--- src/rtl/irf_regs.vh ---
// register map, field positions, reset values and limits of the reading filter
`ifndef IRF_REGS_VH
`define IRF_REGS_VH

// ==========================================================================
// address decode: addr[8]=0 selects a channel block, addr[7:6] the channel
// ==========================================================================
`define IRF_ADDR_W       9
`define IRF_GLOBAL_BIT   8
`define IRF_CH_MSB       7
`define IRF_CH_LSB       6
`define IRF_IDX_MSB      5
`define IRF_IDX_LSB      2

// per-channel word indices (byte address = ch*0x40 + idx*4)
`define IRF_IDX_CFG      4'h0
`define IRF_IDX_LIMIT    4'h1
`define IRF_IDX_FSCALE   4'h2
`define IRF_IDX_FILT     4'h3
`define IRF_IDX_MAX      4'h4
`define IRF_IDX_MIN      4'h5
`define IRF_IDX_RAW      4'h6
`define IRF_IDX_NAME0    4'h8

// global registers (byte addresses)
`define IRF_ADDR_STATUS  9'h100
`define IRF_ADDR_MASK    9'h104
`define IRF_ADDR_SHUT    9'h108
`define IRF_ADDR_MMRST   9'h10C

// ==========================================================================
// config word fields
// ==========================================================================
`define IRF_CFG_EN_BIT   0
`define IRF_CFG_UNIT_LSB 1
`define IRF_CFG_PTS_LSB  8
`define IRF_CFG_WIN_LSB  16

// status word fields: result[3:0], over-temp[7:4], restart[11:8]
`define IRF_ST_OT_LSB    4
`define IRF_ST_RS_LSB    8
`define IRF_ST_W         12

// ==========================================================================
// reset values and limits
// ==========================================================================
`define IRF_PTS_MIN      7'h02
`define IRF_PTS_MAX      7'h40
`define IRF_PTS_RST      7'h08
`define IRF_WIN_MIN      4'h1
`define IRF_WIN_MAX      4'hA
`define IRF_WIN_RST      4'hA
`define IRF_LIM_MAX      12'hBB7
`define IRF_UNIT_RST     2'h0
`define IRF_K_FRAC       8
`define IRF_PCT_SCALE    40'h0000000064

`endif

--- src/rtl/irf_top.v ---
// per-input reading filter, over-temperature check and max/min capture
//
// The register offsets and the plain strobed port were left to the implementer.
`timescale 1ns/1ps
`include "irf_regs.vh"

// Functional notes
// [RULE1] filter on: each reading smoothed; filter off: passed unchanged
// [RULE2] running average, exactly one result per incoming reading; a reading met by a parameter write to its input gives none
// [RULE3] control gets raw reading; max/min and result use filtered value
// [RULE4] one filter point per reading; time constant follows reading period
// [RULE5] filter points per input selectable 2..64, default 8
// [RULE6] slower reading period: filter still steps once per reading
// [RULE7] jump larger than window restarts the filter
// [RULE8] window is percent of full scale, 1..10, default 10
// [RULE9] any input above its limit shuts down all control outputs
// [RULE10] separate limit per input, checked independently
// [RULE11] limit 0 K (default) disables check; limit up to 2999 K
// [RULE12] per input highest and lowest reading since last capture reset
// [RULE13] max/min captured in the input's preferred units
// [RULE14] max/min always running, every reading compared to both extremes
// [RULE15] max/min cleared at reset, on parameter change, on reset request
// [RULE16] preferred units setting presented with setpoint and max/min
// [RULE17] each input holds a label of up to 15 characters
// [RULE18] update: f += (x - f)/N; restart loads reading directly
// [RULE19] filter off after reset; points or window change restarts filter
module irf_top #(
    parameter DATA_W = 24
) (
    input  wire                   i_clk,
    input  wire                   i_reset_n,
    input  wire                   i_ce,
    // register port
    input  wire [`IRF_ADDR_W-1:0] i_addr,
    input  wire [31:0]            i_wdata,
    input  wire                   i_we,
    input  wire                   i_re,
    output reg  [31:0]            o_rdata,
    // readings from the measurement front end
    input  wire                   i_rdg_valid,
    input  wire [1:0]             i_rdg_chan,
    input  wire [DATA_W-1:0]      i_rdg_value,
    input  wire [DATA_W-1:0]      i_rdg_kelvin,
    // filtered result stream
    output reg                    o_res_valid,
    output reg  [1:0]             o_res_chan,
    output reg  [DATA_W-1:0]      o_res_value,
    output reg  [1:0]             o_res_units,
    // unfiltered stream toward the control loops
    output reg                    o_ctl_valid,
    output reg  [1:0]             o_ctl_chan,
    output reg  [DATA_W-1:0]      o_ctl_value,
    output reg                    o_shutdown,
    output reg                    o_irq
);

    // ======================================================================
    // storage
    // ======================================================================
    reg                    en_r     [0:3];
    reg  [1:0]             unit_r   [0:3];
    reg  [6:0]             pts_r    [0:3];
    reg  [3:0]             win_r    [0:3];
    reg  [11:0]            lim_r    [0:3];
    reg  [DATA_W-1:0]      fs_r     [0:3];
    reg  [DATA_W-1:0]      filt_r   [0:3];
    reg  [DATA_W-1:0]      max_r    [0:3];
    reg  [DATA_W-1:0]      min_r    [0:3];
    reg  [DATA_W-1:0]      raw_r    [0:3];
    reg  [31:0]            name_r   [0:15];
    reg  [3:0]             primed_r;
    reg  [3:0]             mm_ok_r;
    reg  [3:0]             ot_r;
    reg  [`IRF_ST_W-1:0]   status_r;
    reg  [`IRF_ST_W-1:0]   mask_r;

    integer                k;

    // ======================================================================
    // bus decode
    // ======================================================================
    wire                   is_glob = i_addr[`IRF_GLOBAL_BIT];
    wire [1:0]             bch     = i_addr[`IRF_CH_MSB:`IRF_CH_LSB];
    wire [3:0]             bidx    = i_addr[`IRF_IDX_MSB:`IRF_IDX_LSB];
    wire                   wr_cfg  = i_we & ~is_glob & (bidx == `IRF_IDX_CFG);
    wire                   wr_lim  = i_we & ~is_glob &
                                     (bidx == `IRF_IDX_LIMIT);
    wire                   wr_fs   = i_we & ~is_glob &
                                     (bidx == `IRF_IDX_FSCALE);
    wire                   wr_name = i_we & ~is_glob & (bidx[3:2] == 2'h2);
    wire                   wr_mmr  = i_we & (i_addr == `IRF_ADDR_MMRST);
    wire                   wr_st   = i_we & (i_addr == `IRF_ADDR_STATUS);
    wire                   wr_mask = i_we & (i_addr == `IRF_ADDR_MASK);
    // any parameter of the addressed input
    wire                   par_chg = wr_cfg | wr_lim | wr_fs;

    // clamp written points and window into their legal ranges
    wire [6:0]             pts_w   = i_wdata[`IRF_CFG_PTS_LSB +: 7];
    wire [3:0]             win_w   = i_wdata[`IRF_CFG_WIN_LSB +: 4];
    wire [6:0]             pts_c   = (pts_w < `IRF_PTS_MIN) ? `IRF_PTS_MIN :
                                     (pts_w > `IRF_PTS_MAX) ? `IRF_PTS_MAX :
                                     pts_w;                        // RULE5
    wire [3:0]             win_c   = (win_w < `IRF_WIN_MIN) ? `IRF_WIN_MIN :
                                     (win_w > `IRF_WIN_MAX) ? `IRF_WIN_MAX :
                                     win_w;                        // RULE8
    wire [11:0]            lim_c   = (i_wdata[11:0] > `IRF_LIM_MAX) ?
                                     `IRF_LIM_MAX : i_wdata[11:0]; // RULE11

    // ======================================================================
    // filter datapath for the incoming channel
    // ======================================================================
    wire [1:0]             c       = i_rdg_chan;
    wire [DATA_W-1:0]      f_old   = filt_r[c];
    wire signed [DATA_W+1:0] diff  = $signed({{2{i_rdg_value[DATA_W-1]}},
                                              i_rdg_value}) -
                                     $signed({{2{f_old[DATA_W-1]}}, f_old});
    wire [DATA_W+1:0]      absd    = diff[DATA_W+1] ? (~diff + 1'b1) : diff;
    wire signed [DATA_W+1:0] divs  = $signed({{(DATA_W-5){1'b0}},
                                              pts_r[c]});
    // divide truncates toward zero, so a small residue can stay behind
    wire signed [DATA_W+1:0] step  = diff / divs;                  // RULE18
    wire signed [DATA_W+1:0] f_sum = $signed({{2{f_old[DATA_W-1]}}, f_old})
                                     + step;
    // jump test: |x - f| * 100 > full_scale * window_percent
    wire [39:0]            jump_l  = {{(38-DATA_W){1'b0}}, absd} *
                                     `IRF_PCT_SCALE;
    wire [39:0]            win_l   = {{(40-DATA_W){1'b0}}, fs_r[c]} *
                                     {36'h0, win_r[c]};
    wire                   jump    = jump_l > win_l;               // RULE7
    wire                   restart = ~primed_r[c] | jump;
    // filtered value produced this reading, once per reading
    wire [DATA_W-1:0]      f_new   = ~en_r[c] ? i_rdg_value :      // RULE1
                                     restart  ? i_rdg_value :      // RULE18
                                     f_sum[DATA_W-1:0];      // RULE4 RULE6
    // over-temperature test on the raw kelvin reading, whole kelvin limit
    wire [DATA_W+11:0]     lim_fx  = {{DATA_W{1'b0}}, lim_r[c]}
                                     << `IRF_K_FRAC;
    wire                   over    = (lim_r[c] != 12'h000) &&      // RULE11
                                     ({12'h000, i_rdg_kelvin} > lim_fx);
    wire                   take    = i_rdg_valid & ~(par_chg & (bch == c));

    // ======================================================================
    // configuration, name and per-channel state
    // ======================================================================
    always @(posedge i_clk or negedge i_reset_n) begin
        if (!i_reset_n) begin
            for (k = 0; k < 4; k = k + 1) begin
                en_r[k]   <= 1'b0;                                 // RULE19
                unit_r[k] <= `IRF_UNIT_RST;
                pts_r[k]  <= `IRF_PTS_RST;                         // RULE5
                win_r[k]  <= `IRF_WIN_RST;                         // RULE8
                lim_r[k]  <= 12'h000;                              // RULE11
                fs_r[k]   <= {DATA_W{1'b0}};
                filt_r[k] <= {DATA_W{1'b0}};
                max_r[k]  <= {DATA_W{1'b0}};
                min_r[k]  <= {DATA_W{1'b0}};
                raw_r[k]  <= {DATA_W{1'b0}};
            end
            for (k = 0; k < 16; k = k + 1) begin
                name_r[k] <= 32'h00000000;
            end
            primed_r <= 4'h0;
            mm_ok_r  <= 4'h0;                                      // RULE15
            ot_r     <= 4'h0;
        end else if (i_ce) begin
            // new reading: filter step and extreme capture
            if (take) begin
                raw_r[c]  <= i_rdg_value;
                filt_r[c] <= f_new;
                // filter off leaves it unprimed so re-enabling starts fresh
                primed_r[c] <= en_r[c];
                ot_r[c]     <= over;                               // RULE10
                if (!mm_ok_r[c]) begin
                    max_r[c]   <= f_new;                           // RULE12
                    min_r[c]   <= f_new;
                    mm_ok_r[c] <= 1'b1;
                end else begin
                    if ($signed(f_new) > $signed(max_r[c])) begin
                        max_r[c] <= f_new;                         // RULE14
                    end
                    if ($signed(f_new) < $signed(min_r[c])) begin
                        min_r[c] <= f_new;                         // RULE14
                    end
                end
            end
            // parameter writes win over a reading of the same input
            if (wr_cfg) begin
                en_r[bch]   <= i_wdata[`IRF_CFG_EN_BIT];
                unit_r[bch] <= i_wdata[`IRF_CFG_UNIT_LSB +: 2];    // RULE13
                pts_r[bch]  <= pts_c;
                win_r[bch]  <= win_c;
            end
            if (wr_lim) begin
                lim_r[bch] <= lim_c;                               // RULE10
                ot_r[bch]  <= 1'b0;
            end
            if (wr_fs) begin
                fs_r[bch] <= i_wdata[DATA_W-1:0];
            end
            if (par_chg) begin
                primed_r[bch] <= 1'b0;                             // RULE19
                mm_ok_r[bch]  <= 1'b0;                             // RULE15
            end
            if (wr_name) begin
                // last byte kept zero: 15 characters and a terminator
                if (bidx[1:0] == 2'h3) begin
                    name_r[{bch, bidx[1:0]}] <= {8'h00, i_wdata[23:0]};
                end else begin
                    name_r[{bch, bidx[1:0]}] <= i_wdata;           // RULE17
                end
            end
            if (wr_mmr) begin
                mm_ok_r <= mm_ok_r & ~i_wdata[3:0];                // RULE15
            end
        end
    end

    // ======================================================================
    // output streams, shutdown and interrupt
    // ======================================================================
    always @(posedge i_clk or negedge i_reset_n) begin
        if (!i_reset_n) begin
            o_res_valid <= 1'b0;
            o_res_chan  <= 2'h0;
            o_res_value <= {DATA_W{1'b0}};
            o_res_units <= `IRF_UNIT_RST;
            o_ctl_valid <= 1'b0;
            o_ctl_chan  <= 2'h0;
            o_ctl_value <= {DATA_W{1'b0}};
            o_shutdown  <= 1'b0;
            o_irq       <= 1'b0;
        end else if (i_ce) begin
            o_res_valid <= take;                                   // RULE2
            o_ctl_valid <= take;
            if (take) begin
                o_res_chan  <= c;
                o_res_value <= f_new;                              // RULE3
                o_res_units <= unit_r[c];                          // RULE16
                o_ctl_chan  <= c;
                o_ctl_value <= i_rdg_value;                        // RULE3
            end
            // one cycle behind the flags: shuts down every control output
            o_shutdown <= |ot_r;                                   // RULE9
            o_irq      <= |(status_r & mask_r);
        end
    end

    // sticky status: hardware set wins over a write-one clear
    always @(posedge i_clk or negedge i_reset_n) begin
        if (!i_reset_n) begin
            status_r <= {`IRF_ST_W{1'b0}};
            mask_r   <= {`IRF_ST_W{1'b0}};
        end else if (i_ce) begin
            status_r <= (status_r &
                         ~(wr_st ? i_wdata[`IRF_ST_W-1:0] :
                           {`IRF_ST_W{1'b0}})) |
                        ({`IRF_ST_W{take}} &
                         (({{(`IRF_ST_W-4){1'b0}}, 4'h1} << c) |
                          ({{(`IRF_ST_W-4){1'b0}}, {3'h0, over}}
                           << (`IRF_ST_OT_LSB + c)) |
                          ({{(`IRF_ST_W-4){1'b0}},
                            {3'h0, en_r[c] & primed_r[c] & jump}}
                           << (`IRF_ST_RS_LSB + c))));
            if (wr_mask) begin
                mask_r <= i_wdata[`IRF_ST_W-1:0];
            end
        end
    end

    // ======================================================================
    // read data, one cycle after the strobe, zero otherwise
    // ======================================================================
    always @(posedge i_clk or negedge i_reset_n) begin
        if (!i_reset_n) begin
            o_rdata <= 32'h00000000;
        end else if (i_ce) begin
            o_rdata <= 32'h00000000;
            if (i_re) begin
                if (i_addr == `IRF_ADDR_STATUS) begin
                    o_rdata <= {20'h00000, status_r};
                end else if (i_addr == `IRF_ADDR_MASK) begin
                    o_rdata <= {20'h00000, mask_r};
                end else if (i_addr == `IRF_ADDR_SHUT) begin
                    o_rdata <= {27'h0, o_shutdown, ot_r};
                end else if (is_glob) begin
                    o_rdata <= 32'h00000000;
                end else if (bidx == `IRF_IDX_CFG) begin
                    o_rdata <= {12'h000, win_r[bch], 1'b0, pts_r[bch],
                                5'h00, unit_r[bch], en_r[bch]};
                end else if (bidx == `IRF_IDX_LIMIT) begin
                    o_rdata <= {20'h00000, lim_r[bch]};
                end else if (bidx == `IRF_IDX_FSCALE) begin
                    o_rdata <= {{(32-DATA_W){1'b0}}, fs_r[bch]};
                end else if (bidx == `IRF_IDX_FILT) begin
                    o_rdata <= {{(32-DATA_W){1'b0}}, filt_r[bch]};
                end else if (bidx == `IRF_IDX_MAX) begin
                    o_rdata <= {{(32-DATA_W){1'b0}}, max_r[bch]};
                end else if (bidx == `IRF_IDX_MIN) begin
                    o_rdata <= {{(32-DATA_W){1'b0}}, min_r[bch]};
                end else if (bidx == `IRF_IDX_RAW) begin
                    o_rdata <= {{(32-DATA_W){1'b0}}, raw_r[bch]};
                end else if (bidx[3:2] == 2'h2) begin
                    o_rdata <= name_r[{bch, bidx[1:0]}];
                end else begin
                    o_rdata <= 32'h00000000;
                end
            end
        end
    end

endmodule // irf_top

--- config.mk ---
export PLATFORM = sky130hd
export DESIGN_NAME = irf_top
export DESIGN_NICKNAME = d
export VERILOG_FILES = /design/src/rtl/irf_top.v
export VERILOG_INCLUDE_DIRS = /design/src /design/src/rtl
export SDC_FILE = /design/constraint.sdc
export NUM_CORES = 2
export LEC_CHECK = 0
export BUFFER_PORTS_ARGS = -buffer_cell sky130_fd_sc_hd__buf_4
export CAP_MARGIN = 10
export CORE_MARGIN = 1
export CORE_UTILIZATION = 55
export DETAILED_ROUTE_END_ITERATION = 10
export PLACE_DENSITY_LB_ADDON = 0.3
export RECOVER_POWER = 100
export SKIP_CTS_REPAIR_TIMING = 1
export SYNTH_ARGS = -nofsm -noshare
export SYNTH_HDL_FRONTEND = slang
export SYNTH_SLANG_ARGS = --single-unit
--- constraint.sdc ---
create_clock -name i_clk -period 202.4 [get_ports i_clk]
set_input_delay 10.12 -clock i_clk [delete_from_list [all_inputs] [get_ports i_clk]]
set_output_delay 10.12 -clock i_clk [all_outputs]
set_load 0.005 [all_outputs]
==> out/qor.yml <==
critical_path:
  max_stage_delay_ns: 3.56
  end_kind: "flip-flop"
  crit_fanout: 54
  critical_path_buf_inv_count: 10
  r2r_cells: 342
  crit_family: "compound AO/OA/AOI/OAI gates"
  r2r_slack_ns: 111.80
  slowest_stage: "clkbuf_1"
  arrival_ns: 104.26
  reg2reg_from: "filt_r[0]$_DFFE_PN0P_"
  critPathLaunchType: "input pin"
  cp_common_cell: "o21a_1"
  path_depth: 343
  path_class: "in -> reg"
  r2r_end: "max_r[25]$_DFFE_PN0P_"
  crit_required_ns: 203.05
clocking:
  clkLatencyLatePin_ns: 0.81
  cts_tree: "yes"
  cts_buffers: 132
  h-tree-depth: 4
  clockBufferDepth: 3
  clk_pin_slew_ns: 0.05
  cts.sinks: 1219
  cts-root-buf: "clkbuf_16"
sta:
  grt_setup_unrepaired: "no"
  period_needed_ns: 103.61
  final_hold_viol_count: 0
  fin_worst_skew_ns: 0.0552
  setup_violations: 0
  tightestPinTransition_ns: 9.90
  final_max_slew_viol_count: 3079
  fin_crit_sh: 0.512
  relSlewSlack: -5.60
  fin_setup_tns_ns: 0
  clock.fmax_mhz: 9.65
drt:
  vias: 62500
  ant_nets: 0
  drtIter0Drc: 5569
  wl_mm: 239
  route.detailed.wl_per_inst_microns: 24.7
  vias_per_cell: 6.47
  drt-pass1-iter-count: 8
  drc_errors: 0
grt:
  grt_max_degree: 191
  antenna_found_initial: 12
  grt_pass1_vias: 62800
  grt_pass1_wl_mm: 370
  grt_usage: 0.324
  overflow: 0
logic_synthesis:
  synth_xor_area_frac: 0.0227
  yosysUniqueCellTypes: 126
  synth_top_area_frac: 0.376
  syn_avg_cell_area_sq_um: 10.5
  synth_area_leader_cell: "dfrtp_1"
  yosys_warnings: 0
  synth_top_family_by_area: "multiplexers"
  yosys.area_share.simple: 0.130
  synth_compound_gate_area_share: 0.125
  muxShareOfSynthArea: 0.218
  yosysMostFrequentCell: "dfrtp_1"
  syn_area_sq_mm: 0.0803
  synth_edf_count: 0
  seq_area_frac_synth: 0.380
  synth_top_flop_cell: "dfrtp_1"
  synth_common_cells: "dfrtp_1 (1207), nand2_1 (1043), mux2_2 (629)"
  synthTopCellsByArea: "dfrtp_1 (38%), mux4_2 (12%), mux2_2 (8.8%), ha_1 (6.8%), nand2_1 (4.9%)"
  synth_cells: 7664
  synthArstFlopShare: 1.00
  synth.ff_latch_count: 1219
  synthAdderAreaFrac: 0.0849
worst_hold_path:
  holdPathEnd: "o_ctl_value[19]$_DFFE_PN0P_"
  hp-start: "o_ctl_value[19]$_DFFE_PN0P_"
  min_path_type: "reg -> reg"
  hold_depth: 2
die:
  rows: 139
  die-area_sq_mm: 0.148
  coreArea_sq_mm: 0.144
  die_w_microns: 384
  start_util: 0.557
  die_h_microns: 384
  io-pin-count: 187
finish:
  nFillCells: 11600
  areaGrowthSynthToFinish_pct: 8.92
  finalNetCount: 8242
  drive_above_1_share: 0.209
status:
  status: "finished with violations"
  violations: "max-capacitance violations, max-slew violations"
place:
  place.port_buffers: 186
  post-dp-hpwl_mm: 165
  gp_congestion: 0.926
flow_run:
  maxCapViolations: 59
[through the flow]
step | utilization | worst slack (ns) | instances | area, sq um | hold slack [ns]
6_report | 0.607 | 98.79 | 9659 | 87500 | 0.470
5_1_grt | 0.607 | 89.78 | 9657 | 87500 | 0.491
4_1_cts | 0.611 | 110.33 | 9654 | 88100 | 0.472
3_5_place_dp | 0.579 | 110.00 | 9413 | 83500 | 0.457
3_3_place_gp | 0.579 | 113.03 | 9413 | 83500 | 0.452
2_1_floorplan | - | 119.28 | 7666 | 80300 | 0.440
[per-layer routing]
layer | track usage | wire (microns)
met5 | 0 | 82
met4 | 0.145 | 11200
met3 | 0.0593 | 18100
met2 | 0.529 | 114000
met1 | 0.422 | 95000
[how the worst max path moves through the flow]
| stage | startpoint | to | slack, ns |
|---|---|---|---|
| finish | i_rdg_chan[0] | max_r[25]$_DFFE_PN0P_ | 98.79 |
| global route | i_rdg_chan[0] | max_r[25]$_DFFE_PN0P_ | 89.78 |
| CTS | i_rdg_chan[0] | max_r[25]$_DFFE_PN0P_ | 110.33 |
| detailed placement | i_rdg_chan[0] | max_r[25]$_DFFE_PN0P_ | 110.00 |
| global placement | i_rdg_chan[0] | max_r[25]$_DFFE_PN0P_ | 113.03 |
| floorplan | i_rdg_chan[0] | max_r[10]$_DFFE_PN0P_ | 119.28 |
[worst reg2reg max path, delay by kind of cell (launching register included)]
kind | cells | cell delay [ns]
flip-flops | 1 | 0.40
adder cells (fa/ha/maj) | 31 | 9.90
AND/OR/NAND/NOR | 105 | 32.55
buffers and inverters | 9 | 3.84
multiplexers | 11 | 3.49
XOR/XNOR | 2 | 0.68
AO/OA/AOI/OAI | 184 | 39.63
[cell type report]
type                            count  area (sq um)  area share
Inverter                          355          1330      0.0152
Clock inverter                     47           787     0.00900
Timing Repair Buffer              301          1900      0.0217
Antenna cell                        5          12.5    0.000143
Sequential cell                  1219         30500       0.349
Clock buffer                      194          3830      0.0437
Tap cell                         1903          2380      0.0272
Multi-Input combinational cell   5635         46700       0.534
[cells by family (layout without fill, tap and decap cells)]
| kind of cell | after synthesis | count (layout) |
|---|---|---|
| and+or+nand+nor | 2248 | 2248 |
| muxes | 1131 | 1131 |
| xor gates and xnor gates | 206 | 206 |
| buffers and inverters | 812 | 897 |
| AOI/OAI and AO/OA | 1540 | 1540 |
| adders and majority gates | 506 | 506 |
| DFF | 1219 | 1219 |
| other | 2 | 9 |
[placed cells by master, fill, tap and decap left out, types with 76 or more instances in the layout]
cell and n:
dfrtp_1 1207, nand2_1 1041, mux2_2 624, o21ai_0 502, ha_1 434, mux4_2 430, nor2_1 373, inv_1 354
a21oi_1 316, nor3_1 161, xnor2_1 139, clkbuf_1 136, clkbuf_16 132, buf_4 125, o21a_1 122, nand3_1 117
nor2b_1 78, nand2b_1 76
Power is not shown: default switching activity piles up to over one toggle a cycle in this logic, so the estimate is an artifact.
